===== src/ppdps_pkg.sv =====
// Package with command codes, field layouts and encodings for the discovery status bank.
package ppdps_pkg;

    // ------------------------------------------------------------
    // Command codes
    // ------------------------------------------------------------
    localparam logic [7:0] CMD_DISC_FIRST = 8'h0C;
    localparam logic [7:0] CMD_DISC_LAST = 8'h0F;
    localparam logic [7:0] CMD_POWER_STATE = 8'h10;
    localparam logic [7:0] CMD_ASSIGNED_FIRST = 8'h4C;
    localparam logic [7:0] CMD_ASSIGNED_LAST = 8'h4F;
    localparam logic [7:0] REG_RESET = 8'h00;

    // ------------------------------------------------------------
    // Field layout
    // ------------------------------------------------------------
    localparam int CLASS_MSB = 7;
    localparam int CLASS_LSB = 4;
    localparam int DETECT_MSB = 3;
    localparam int DETECT_LSB = 0;
    localparam int NUM_CHAN = 4;

    // ------------------------------------------------------------
    // Requested class encodings
    // ------------------------------------------------------------
    localparam logic [3:0] CLS_UNKNOWN = 4'h0;
    localparam logic [3:0] CLS_THREE = 4'h3;
    localparam logic [3:0] CLS_RSVD_LOW = 4'h5;
    localparam logic [3:0] CLS_ZERO = 4'h6;
    localparam logic [3:0] CLS_EIGHT_SS = 4'hB;
    localparam logic [3:0] CLS_FIVE_DS = 4'hD;

    // ------------------------------------------------------------
    // Detection encodings
    // ------------------------------------------------------------
    localparam logic [3:0] DET_UNKNOWN = 4'h0;
    localparam logic [3:0] DET_RSVD_A = 4'h2;
    localparam logic [3:0] DET_OPEN = 4'h6;
    localparam logic [3:0] DET_RSVD_B = 4'h7;
    localparam logic [3:0] DET_FET_FAULT = 4'hE;

    // ------------------------------------------------------------
    // Timing
    // ------------------------------------------------------------
    localparam int CLK_HZ = 50_000_000;
    localparam int CLASS_WRITE_MS = 5;
    localparam int CLASS_WRITE_CYC = CLASS_WRITE_MS * (CLK_HZ / 1000);
    localparam int CLASS_WRITE_LATENCY = 1;

endpackage


===== src/ppdps_status.sv =====
// Discovery result and power status registers for one group of four channels.
`timescale 1ns/100ps
// Functional notes
// - Four read-only discovery bytes at 0x0C-0x0F: class high, detect low, reset zero.
// - A channel turning off clears its class and detection fields.
// - Class codes 0 unknown, 1-4 classes, 6 class zero; 5 reads as class zero.
// - Single-signature classes five to eight use codes 8 to 11.
// - Codes 7 overcurrent, 12 type-one limited, 13 five dual, 14 reserved, 15 mismatch.
// - Detection codes as listed; reserved codes 2 and 7 are reported unknown.
// - Measured class kept here; granted class kept apart at 0x4C-0x4F.
// - Single-signature pair: class written to both channels within 5 ms.
// - Single-signature pair: class-done event only on the measured channel.
// - Dual-signature pair: each channel reports its own class within 5 ms.
// - A class zero load that is powered is assigned class three.
// - Manual mode, one channel classifying: class eight reported as five dual.
// - Power status at 0x10, bits 3-0 show each channel on.
// - Bits 7-4 set when channel on and drain fell below good threshold.
// - Power-good latches high; clears only on turn-off or reset.
// - Power status bits clear whenever the channel turns off, faults included.
// - On bits of 4-pair ports update per channel as each changes.
// - Single-signature pair: power-good set only once both channels changed.
// - Dual-signature pair: enable and good change events per channel.
module ppdps_status #(
    parameter int CLASS_WRITE_CYC = ppdps_pkg::CLASS_WRITE_CYC
) (
    // Clock and reset
    input wire logic clk,
    input wire logic reset,
    // Command port from the serial interface
    input wire logic [7:0] cmdAddr,
    input wire logic cmdRead,
    input wire logic cmdWrite,
    output logic [7:0] rdData_q,
    output logic rdValid_q,
    output logic wrRefused_q,
    // Discovery results from the sequencer
    input wire logic [3:0] classDone,
    input wire logic [3:0][3:0] classCode,
    input wire logic [3:0] detectDone,
    input wire logic [3:0][3:0] detectCode,
    input wire logic [3:0][3:0] allocClass,
    // Channel state and configuration
    input wire logic [3:0] chanOn,
    input wire logic [3:0] drainLowPin,
    input wire logic [1:0] pairSingleSig,
    input wire logic manualOneClass,
    // Events toward the event registers
    output logic [3:0] classDoneEvent_q,
    output logic [3:0] powerEnableChangeEvent_q,
    output logic [3:0] powerGoodChangeEvent_q
);

    // ------------------------------------------------------------
    // Elaboration checks
    // ------------------------------------------------------------
    if (CLASS_WRITE_CYC < ppdps_pkg::CLASS_WRITE_LATENCY) begin : g_bad_limit
        $error("Class write limit is shorter than the update latency.");
    end

    // ------------------------------------------------------------
    // Class and detection mapping
    // ------------------------------------------------------------
    function automatic logic [3:0] mapClass(input logic [3:0] code, input logic oneCh);
        logic [3:0] res;
        res = code;
        if (code == ppdps_pkg::CLS_RSVD_LOW) begin
            res = ppdps_pkg::CLS_ZERO;
        end
        if (oneCh && code == ppdps_pkg::CLS_EIGHT_SS) begin
            res = ppdps_pkg::CLS_FIVE_DS;
        end
        return res;
    endfunction

    function automatic logic [3:0] mapDetect(input logic [3:0] code);
        logic [3:0] res;
        res = code;
        if (code == ppdps_pkg::DET_RSVD_A || code == ppdps_pkg::DET_RSVD_B) begin
            res = ppdps_pkg::DET_UNKNOWN;
        end else if (code > ppdps_pkg::DET_OPEN && code != ppdps_pkg::DET_FET_FAULT) begin
            res = ppdps_pkg::DET_UNKNOWN;
        end
        return res;
    endfunction

    // ------------------------------------------------------------
    // Drain sense synchroniser
    // ------------------------------------------------------------
    logic [3:0] drainS1_q;
    logic [3:0] drainS2_q;
    logic [3:0] drainS3_q;
    logic [3:0] drainLow_q;
    wire [3:0] drainAgree = ~(drainS2_q ^ drainS3_q);
    wire [3:0] drainLow_d = (drainAgree & drainS3_q) | (~drainAgree & drainLow_q);

    always_ff @(posedge clk) begin
        if (reset) begin
            drainS1_q <= 4'h0;
            drainS2_q <= 4'h0;
            drainS3_q <= 4'h0;
            drainLow_q <= 4'h0;
        end else begin
            drainS1_q <= drainLowPin;
            drainS2_q <= drainS1_q;
            drainS3_q <= drainS2_q;
            drainLow_q <= drainLow_d;
        end
    end

    // ------------------------------------------------------------
    // Discovery registers
    // ------------------------------------------------------------
    logic [7:0] disc_q [4];
    logic [3:0] assigned_q [4];
    logic [3:0] chanOnPrev_q;
    wire [3:0] turnOff = chanOnPrev_q & ~chanOn;
    wire [3:0] turnOn = ~chanOnPrev_q & chanOn;
    // Partner in a pair is the neighbour channel; pair index is channel / 2.
    wire [3:0] pairSs = {pairSingleSig[1], pairSingleSig[1], pairSingleSig[0], pairSingleSig[0]};
    wire [3:0] partnerDone = {classDone[2], classDone[3], classDone[0], classDone[1]};
    wire [3:0] copyClass = pairSs & partnerDone & ~classDone;
    wire [3:0][3:0] classMapped;
    wire [3:0][3:0] partnerMapped;
    wire [3:0][3:0] detMapped;

    for (genvar i = 0; i < ppdps_pkg::NUM_CHAN; i++) begin : g_map
        assign classMapped[i] = mapClass(classCode[i], manualOneClass);
        assign partnerMapped[i] = mapClass(classCode[i ^ 1], manualOneClass);
        assign detMapped[i] = mapDetect(detectCode[i]);
    end

    // New results win over a turn-off in the same cycle so a result is never lost.
    always_ff @(posedge clk) begin
        if (reset) begin
            for (int i = 0; i < ppdps_pkg::NUM_CHAN; i++) begin
                disc_q[i] <= ppdps_pkg::REG_RESET;
                assigned_q[i] <= ppdps_pkg::CLS_UNKNOWN;
            end
            chanOnPrev_q <= 4'h0;
        end else begin
            chanOnPrev_q <= chanOn;
            for (int i = 0; i < ppdps_pkg::NUM_CHAN; i++) begin
                if (turnOff[i]) begin
                    disc_q[i] <= ppdps_pkg::REG_RESET;
                end
                if (classDone[i]) begin
                    disc_q[i][ppdps_pkg::CLASS_MSB:ppdps_pkg::CLASS_LSB] <=
                        classMapped[i];
                end else if (copyClass[i]) begin
                    disc_q[i][ppdps_pkg::CLASS_MSB:ppdps_pkg::CLASS_LSB] <=
                        partnerMapped[i];
                end
                if (detectDone[i]) begin
                    disc_q[i][ppdps_pkg::DETECT_MSB:ppdps_pkg::DETECT_LSB] <= detMapped[i];
                end
                if (turnOn[i]) begin
                    if (disc_q[i][ppdps_pkg::CLASS_MSB:ppdps_pkg::CLASS_LSB]
                            == ppdps_pkg::CLS_ZERO) begin
                        assigned_q[i] <= ppdps_pkg::CLS_THREE;
                    end else begin
                        assigned_q[i] <= allocClass[i];
                    end
                end
            end
        end
    end

    // ------------------------------------------------------------
    // Power status
    // ------------------------------------------------------------
    logic [3:0] powerOn_q;
    logic [3:0] powerGood_q;
    logic [3:0] pgPend_q;
    wire [3:0] pgPend_d = chanOn & (pgPend_q | drainLow_q);
    wire [3:0] partnerPend = {pgPend_d[2], pgPend_d[3], pgPend_d[0], pgPend_d[1]};
    // Holding the first channel back costs one channel's latency but gives one event.
    wire [3:0] pgSet = pgPend_d & (~pairSs | partnerPend);
    wire [3:0] powerGood_d = chanOn & (powerGood_q | pgSet);

    always_ff @(posedge clk) begin
        if (reset) begin
            powerOn_q <= 4'h0;
            powerGood_q <= 4'h0;
            pgPend_q <= 4'h0;
        end else begin
            powerOn_q <= chanOn;
            powerGood_q <= powerGood_d;
            pgPend_q <= pgPend_d;
        end
    end

    // ------------------------------------------------------------
    // Events
    // ------------------------------------------------------------
    always_ff @(posedge clk) begin
        if (reset) begin
            classDoneEvent_q <= 4'h0;
            powerEnableChangeEvent_q <= 4'h0;
            powerGoodChangeEvent_q <= 4'h0;
        end else begin
            classDoneEvent_q <= classDone;
            powerEnableChangeEvent_q <= chanOn ^ powerOn_q;
            powerGoodChangeEvent_q <= powerGood_d ^ powerGood_q;
        end
    end

    // ------------------------------------------------------------
    // Command port
    // ------------------------------------------------------------
    wire hitDisc = cmdAddr >= ppdps_pkg::CMD_DISC_FIRST && cmdAddr <= ppdps_pkg::CMD_DISC_LAST;
    wire hitAssigned = cmdAddr >= ppdps_pkg::CMD_ASSIGNED_FIRST
        && cmdAddr <= ppdps_pkg::CMD_ASSIGNED_LAST;
    wire hitPower = cmdAddr == ppdps_pkg::CMD_POWER_STATE;
    wire [1:0] chanSel = cmdAddr[1:0];
    wire [7:0] rdData_d = hitDisc ? disc_q[chanSel]
        : hitPower ? {powerGood_q, powerOn_q}
        : hitAssigned ? {4'h0, assigned_q[chanSel]}
        : ppdps_pkg::REG_RESET;

    // Writes have no path into storage; only writes to 0x0C-0x10 raise a refusal pulse.
    always_ff @(posedge clk) begin
        if (reset) begin
            rdData_q <= ppdps_pkg::REG_RESET;
            rdValid_q <= 1'b0;
            wrRefused_q <= 1'b0;
        end else begin
            rdData_q <= cmdRead ? rdData_d : rdData_q;
            rdValid_q <= cmdRead;
            wrRefused_q <= cmdWrite && (hitDisc || hitPower);
        end
    end

    // ------------------------------------------------------------
    // Assertions
    // ------------------------------------------------------------
    property p_disc_read;
        @(posedge clk) disable iff (reset)
        cmdRead && cmdAddr == ppdps_pkg::CMD_DISC_FIRST
            |=> rdValid_q && rdData_q == $past(disc_q[0]);
    endproperty
    a_disc_read: assert property (p_disc_read) else $error("Discovery read wrong.");

    property p_off_clear;
        @(posedge clk) disable iff (reset)
        turnOff[0] && !classDone[0] && !copyClass[0] && !detectDone[0]
            |=> disc_q[0] == ppdps_pkg::REG_RESET;
    endproperty
    a_off_clear: assert property (p_off_clear) else $error("Discovery not cleared.");

    property p_rsvd_class;
        @(posedge clk) disable iff (reset)
        classDone[0] && classCode[0] == ppdps_pkg::CLS_RSVD_LOW
            |=> disc_q[0][ppdps_pkg::CLASS_MSB:ppdps_pkg::CLASS_LSB] == ppdps_pkg::CLS_ZERO;
    endproperty
    a_rsvd_class: assert property (p_rsvd_class) else $error("Reserved class kept.");

    property p_rsvd_det;
        @(posedge clk) disable iff (reset)
        detectDone[0] && detectCode[0] == ppdps_pkg::DET_RSVD_B
            |=> disc_q[0][ppdps_pkg::DETECT_MSB:ppdps_pkg::DETECT_LSB] == ppdps_pkg::DET_UNKNOWN;
    endproperty
    a_rsvd_det: assert property (p_rsvd_det) else $error("Reserved detect kept.");

    property p_pair_copy;
        @(posedge clk) disable iff (reset)
        pairSingleSig[0] && classDone[0] && !classDone[1]
            |=> disc_q[1][ppdps_pkg::CLASS_MSB:ppdps_pkg::CLASS_LSB]
                == disc_q[0][ppdps_pkg::CLASS_MSB:ppdps_pkg::CLASS_LSB];
    endproperty
    a_pair_copy: assert property (p_pair_copy) else $error("Pair class not copied.");

    property p_event_own;
        @(posedge clk) disable iff (reset)
        classDone[0] && !classDone[1] |=> classDoneEvent_q[0] && !classDoneEvent_q[1];
    endproperty
    a_event_own: assert property (p_event_own) else $error("Class event on partner.");

    property p_manual_ds;
        @(posedge clk) disable iff (reset)
        manualOneClass && classDone[0] && classCode[0] == ppdps_pkg::CLS_EIGHT_SS
            |=> disc_q[0][ppdps_pkg::CLASS_MSB:ppdps_pkg::CLASS_LSB] == ppdps_pkg::CLS_FIVE_DS;
    endproperty
    a_manual_ds: assert property (p_manual_ds) else $error("Class eight not remapped.");

    property p_on_bits;
        @(posedge clk) disable iff (reset)
        cmdRead && hitPower |=> rdData_q[3:0] == $past(chanOn, 2);
    endproperty
    a_on_bits: assert property (p_on_bits) else $error("On bits wrong.");

    property p_pg_latch;
        @(posedge clk) disable iff (reset)
        powerGood_q[0] && chanOn[0] |=> powerGood_q[0];
    endproperty
    a_pg_latch: assert property (p_pg_latch) else $error("Power good dropped.");

    property p_pg_off;
        @(posedge clk) disable iff (reset)
        !chanOn[0] |=> !powerGood_q[0] && !powerOn_q[0];
    endproperty
    a_pg_off: assert property (p_pg_off) else $error("Status kept while off.");

    property p_pg_joint;
        @(posedge clk) disable iff (reset)
        pairSingleSig[0] && $past(pairSingleSig[0]) && $rose(powerGood_q[0])
            |-> $rose(powerGood_q[1]) || powerGood_q[1];
    endproperty
    a_pg_joint: assert property (p_pg_joint) else $error("Pair good not joint.");

    property p_pec;
        @(posedge clk) disable iff (reset)
        $rose(powerOn_q[0]) |-> powerEnableChangeEvent_q[0] ##1 !powerEnableChangeEvent_q[0];
    endproperty
    a_pec: assert property (p_pec) else $error("Enable change event missing.");

    property p_write_ro;
        @(posedge clk) disable iff (reset)
        cmdWrite && hitDisc |=> wrRefused_q;
    endproperty
    a_write_ro: assert property (p_write_ro) else $error("Write not refused.");

    property p_dual_own;
        @(posedge clk) disable iff (reset)
        !pairSingleSig[1] && classDone[3] && !classDone[2] && !turnOff[2]
            |=> $stable(disc_q[2][ppdps_pkg::CLASS_MSB:ppdps_pkg::CLASS_LSB]);
    endproperty
    a_dual_own: assert property (p_dual_own) else $error("Partner class leaked.");

    property p_class_three;
        @(posedge clk) disable iff (reset)
        turnOn[2] && disc_q[2][ppdps_pkg::CLASS_MSB:ppdps_pkg::CLASS_LSB] == ppdps_pkg::CLS_ZERO
            |=> assigned_q[2] == ppdps_pkg::CLS_THREE;
    endproperty
    a_class_three: assert property (p_class_three) else $error("Class zero not three.");

    property p_good_set;
        @(posedge clk) disable iff (reset)
        chanOn[2] && drainLow_q[2] && !pairSs[2]
            |=> powerGood_q[2];
    endproperty
    a_good_set: assert property (p_good_set) else $error("Power good not set.");

    c_class_pair: cover property (@(posedge clk) disable iff (reset)
        pairSingleSig[0] && classDone[0] ##1 copyClass == 4'h0);
    c_pg_set: cover property (@(posedge clk) disable iff (reset) $rose(powerGood_q[0]));
    c_turn_off: cover property (@(posedge clk) disable iff (reset) turnOff[0] && powerGood_q[0]);
    c_pair_good: cover property (@(posedge clk) disable iff (reset)
        $rose(powerGood_q[1]) && pairSingleSig[0]);

endmodule // ppdps_status


===== config.mk =====
export PLATFORM = sky130hd
export DESIGN_NAME = ppdps_status
export DESIGN_NICKNAME = d
export VERILOG_FILES = /design/src/ppdps_pkg.sv /design/src/ppdps_status.sv
export SDC_FILE = /design/constraint.sdc
export NUM_CORES = 1
export LEC_CHECK = 0
export ABC_AREA = 1
export BUFFER_PORTS_ARGS = -buffer_cell sky130_fd_sc_hd__buf_2
export CORE_ASPECT_RATIO = 0.6
export CORE_MARGIN = 1.5
export CORE_UTILIZATION = 59
export CTS_CLUSTER_SIZE = 16
export DETAILED_ROUTE_END_ITERATION = 10
export PLACE_DENSITY = 0.88
export SYNTH_ARGS = -nofsm -noshare
export SYNTH_HDL_FRONTEND = slang
export SYNTH_SLANG_ARGS = --single-unit

===== constraint.sdc =====
create_clock -name clk -period 2 [get_ports clk]
set_clock_uncertainty 0.2 [all_clocks]
set_input_delay 0.3 -clock clk [delete_from_list [all_inputs] [get_ports clk]]
set_output_delay 0.3 -clock clk [all_outputs]
set_load 0.01 [all_outputs]

==> results.py <==
metrics = {
    "outcome": {
        "status": "finished with violations",
        "violations": "negative hold slack",
    },
    "timing": {
        "fin_crit_sh_pct": 92.59,
        "max_freq_mhz": 540.0,
        "hold_violations": 1,
        "worst_pin_slew_ns": 0.7887,
        "max_slew_margin_pct": 46.97,
        "final.setup.tns_ns": 0,
        "maxSlewViolCount": 0,
        "hold_ws_ns": -0.001645,
        "setup_violations": 0,
        "fin_crit_ns": 1.852,
        "rsz0062_at_grt": "no",
        "fin_ws_ns": 0.1482,
    },
    "place": {
        "io_buffers": 100,
        "dp.cells": 770,
        "postPlaceCellArea_um2": 5231,
        "place_ws_ns": 0.2713,
        "hpwlAfterDp_um": 9045,
        "place_congestion": 0.8621,
    },
    "setup_path": {
        "worst_path_max_delay_cell": "dlygate4sd3_1",
        "cp_num_cells": 8,
        "path_max_fanout": 4,
        "crit_family": "buffers and inverters",
        "cpMostUsedCell": "nor2_1",
        "cp.required_ns": 1.91,
        "rrSetupSlack_ns": 0.31,
        "cp_slowest_stage_delay_ns": 0.52,
        "cp_data_arrival_time_ns": 1.76,
        "crit_path_cell_trace": "dlygate4sd3_1 > buf_2 > ha_1 > inv_1 > nor2_1 > o31ai_1 > nor2_1 > nor2_1",
        "critPathLaunchType": "primary input",
        "worstSetupPathType": "primary input to flop",
        "r2r_cells": 7,
        "cp_num_buf_inv": 3,
        "cp-end-kind": "flop",
    },
    "synthesis": {
        "synth_cell_types": 36,
        "yosys_register_bits": 98,
        "synth.area.top_cells": "edfxtp_1, dfxtp_1, inv_1, nand2_1, nor2_1",
        "synth_top_area_cell": "edfxtp_1",
        "ys_seq_area_share_pct": 52.47,
        "yosys_warnings": 0,
        "syn_avg_cell_area_um2": 8.095,
        "syn_area_um2": 4654,
        "synth_top_area_share_pct": 30.97,
        "syn_nets": 662,
        "synthCells": 575,
    },
    "job": {
        "cap_violations": 0,
    },
    "routing": {
        "wl_um": 12010,
        "routedWlPerCell_um": 15.18,
        "vias_per_cell": 5.531,
        "drc": 0,
        "drt-initial-drc-count": 481,
        "num_vias": 4375,
        "dr.pass1.iters": 6,
        "ant_nets": 0,
    },
    "die": {
        "ios": 101,
        "die-area_um2": 8448,
        "placementRows": 24,
        "dieWidth_um": 117.7,
        "start_util_pct": 62.50,
        "dieHeight_um": 71.80,
        "coreArea_um2": 7447,
    },
    "worst_hold_path": {
        "hold_path_class": "primary input to flop",
        "hold_depth": 2,
    },
    "clock_tree": {
        "htreeDepth": 3,
        "worstSkewPairLatency_ns": 0.35,
        "tritoncts": "yes",
        "clockRootBuffer": "clkbuf_16",
        "cts_buffers": 9,
        "clk_pin_slew_ns": 0.07,
        "clock-sinks": 98,
        "holdBufCountCts": 5,
        "postCtsSetupBuffers": 0,
        "post_cts_resize_count": 0,
        "cts_buffer_depth": 2,
    },
    "grt": {
        "grt_pass1_vias": 4306,
        "grt_max_degree": 25,
        "grt_util_all_layers_pct": 30.13,
        "grt_overflow": 0,
        "antenna_found_initial": 0,
        "grt_pass1_wl_um": 19670,
    },
    "finish": {
        "fin_nets": 769,
        "antenna_cells": 0,
        "area_growth_pct": 20.89,
        "final_cell_mix": "inv_1, buf_2, nand2_1, nor2_1",
        "fin_cells": 791,
        "fin_area_um2": 5627,
        "final_layout_size_suffix_gt1_share_pct": 19.94,
        "final_common_cell": "inv_1",
    },
    "power_and_ir_drop": {
        "vdd_drop_max_v": 0.0006053,
        "p_leak_nw": 2.742,
        "powerDensity_nw_per_um2": 826.8,
    },
}
[cells in the mapped netlist, drive strengths merged]
cell type and count:
nand3 51, nand3b 3, mux2 2, o21ai 25
a31oi 3, a41oi 1, inv 118, dfxtp 50
clkinv 2, nand2 98, o32ai 1, buf 14
nor2 91, clkbuf 1, and3 1, o22ai 14
a211oi 4, o31ai 3, and2 1, ha 8
edfxtp 48, or2 1, nand4 5, nor3 6
o211ai 5, a21oi 19
[per-layer routing]
metal,GRT usage (%),vias up,share of wire [%]
li1,-,2060,-
met1,37.47,1984,41
met2,50.16,291,46
met3,9.076,40,11
met4,12.20,0,2.2
met5,0,-,0
[state kept, by name (all words and copies together), names as in the netlist, named ones only]
signal and count:
drainS2_q 4, assigned_q 16, wrRefused_q 1, classDoneEvent_q 4
powerGood_q 4, rdData_q 8, powerOn_q 4, powerGoodChangeEvent_q 4
drainS3_q 4, pgPend_q 4, powerEnableChangeEvent_q 4, disc_q 32
drainS1_q 4, rdValid_q 1
[metrics by stage]
stage	hold slack [ns]	util, %	power [W]
after floorplan	0.1883	-	0.002557
after global placement	0.1930	70.25	0.002736
after detailed placement	0.2004	70.25	0.002761
after CTS	0.007057	75.55	0.004638
after global routing	0.01497	75.55	0.004796
final	-0.001645	75.55	0.004652
[final timing paths]
kind           startpoint                   endpoint
min             chanOn[2]  powerGoodChangeEvent_q[2]
min reg2reg  drainS1_q[2]               drainS2_q[2]
max             chanOn[0]           assigned_q[0][0]
max reg2reg  powerOn_q[1]           assigned_q[1][1]
[power by group]
part           internal, W  switching [W]
Clock              0.00115       0.000760
Sequential         0.00221      0.0000451
Combinational     0.000178       0.000308
[cell type report]
cell class	instances	area, um2
flip-flops and latches	98	2442
fillers	575	1821
clock inverters	2	17.52
well taps	104	130.1
multi-input cells	342	1660
repair buffers	111	595.6
clock buffers	14	327.8
inverters	120	452.9
[kinds of logic after synthesis]
kind of cell	after synthesis	synth area share, %
flip-flops	98	52.47
AND/OR/NAND/NOR	257	23.39
multiplexers	2	0.4838
buffers and inverters	135	11.85
adder cells (fa/ha/maj)	8	2.151
AO/OA/AOI/OAI	75	9.651
(Power assumes the default switching activity.)
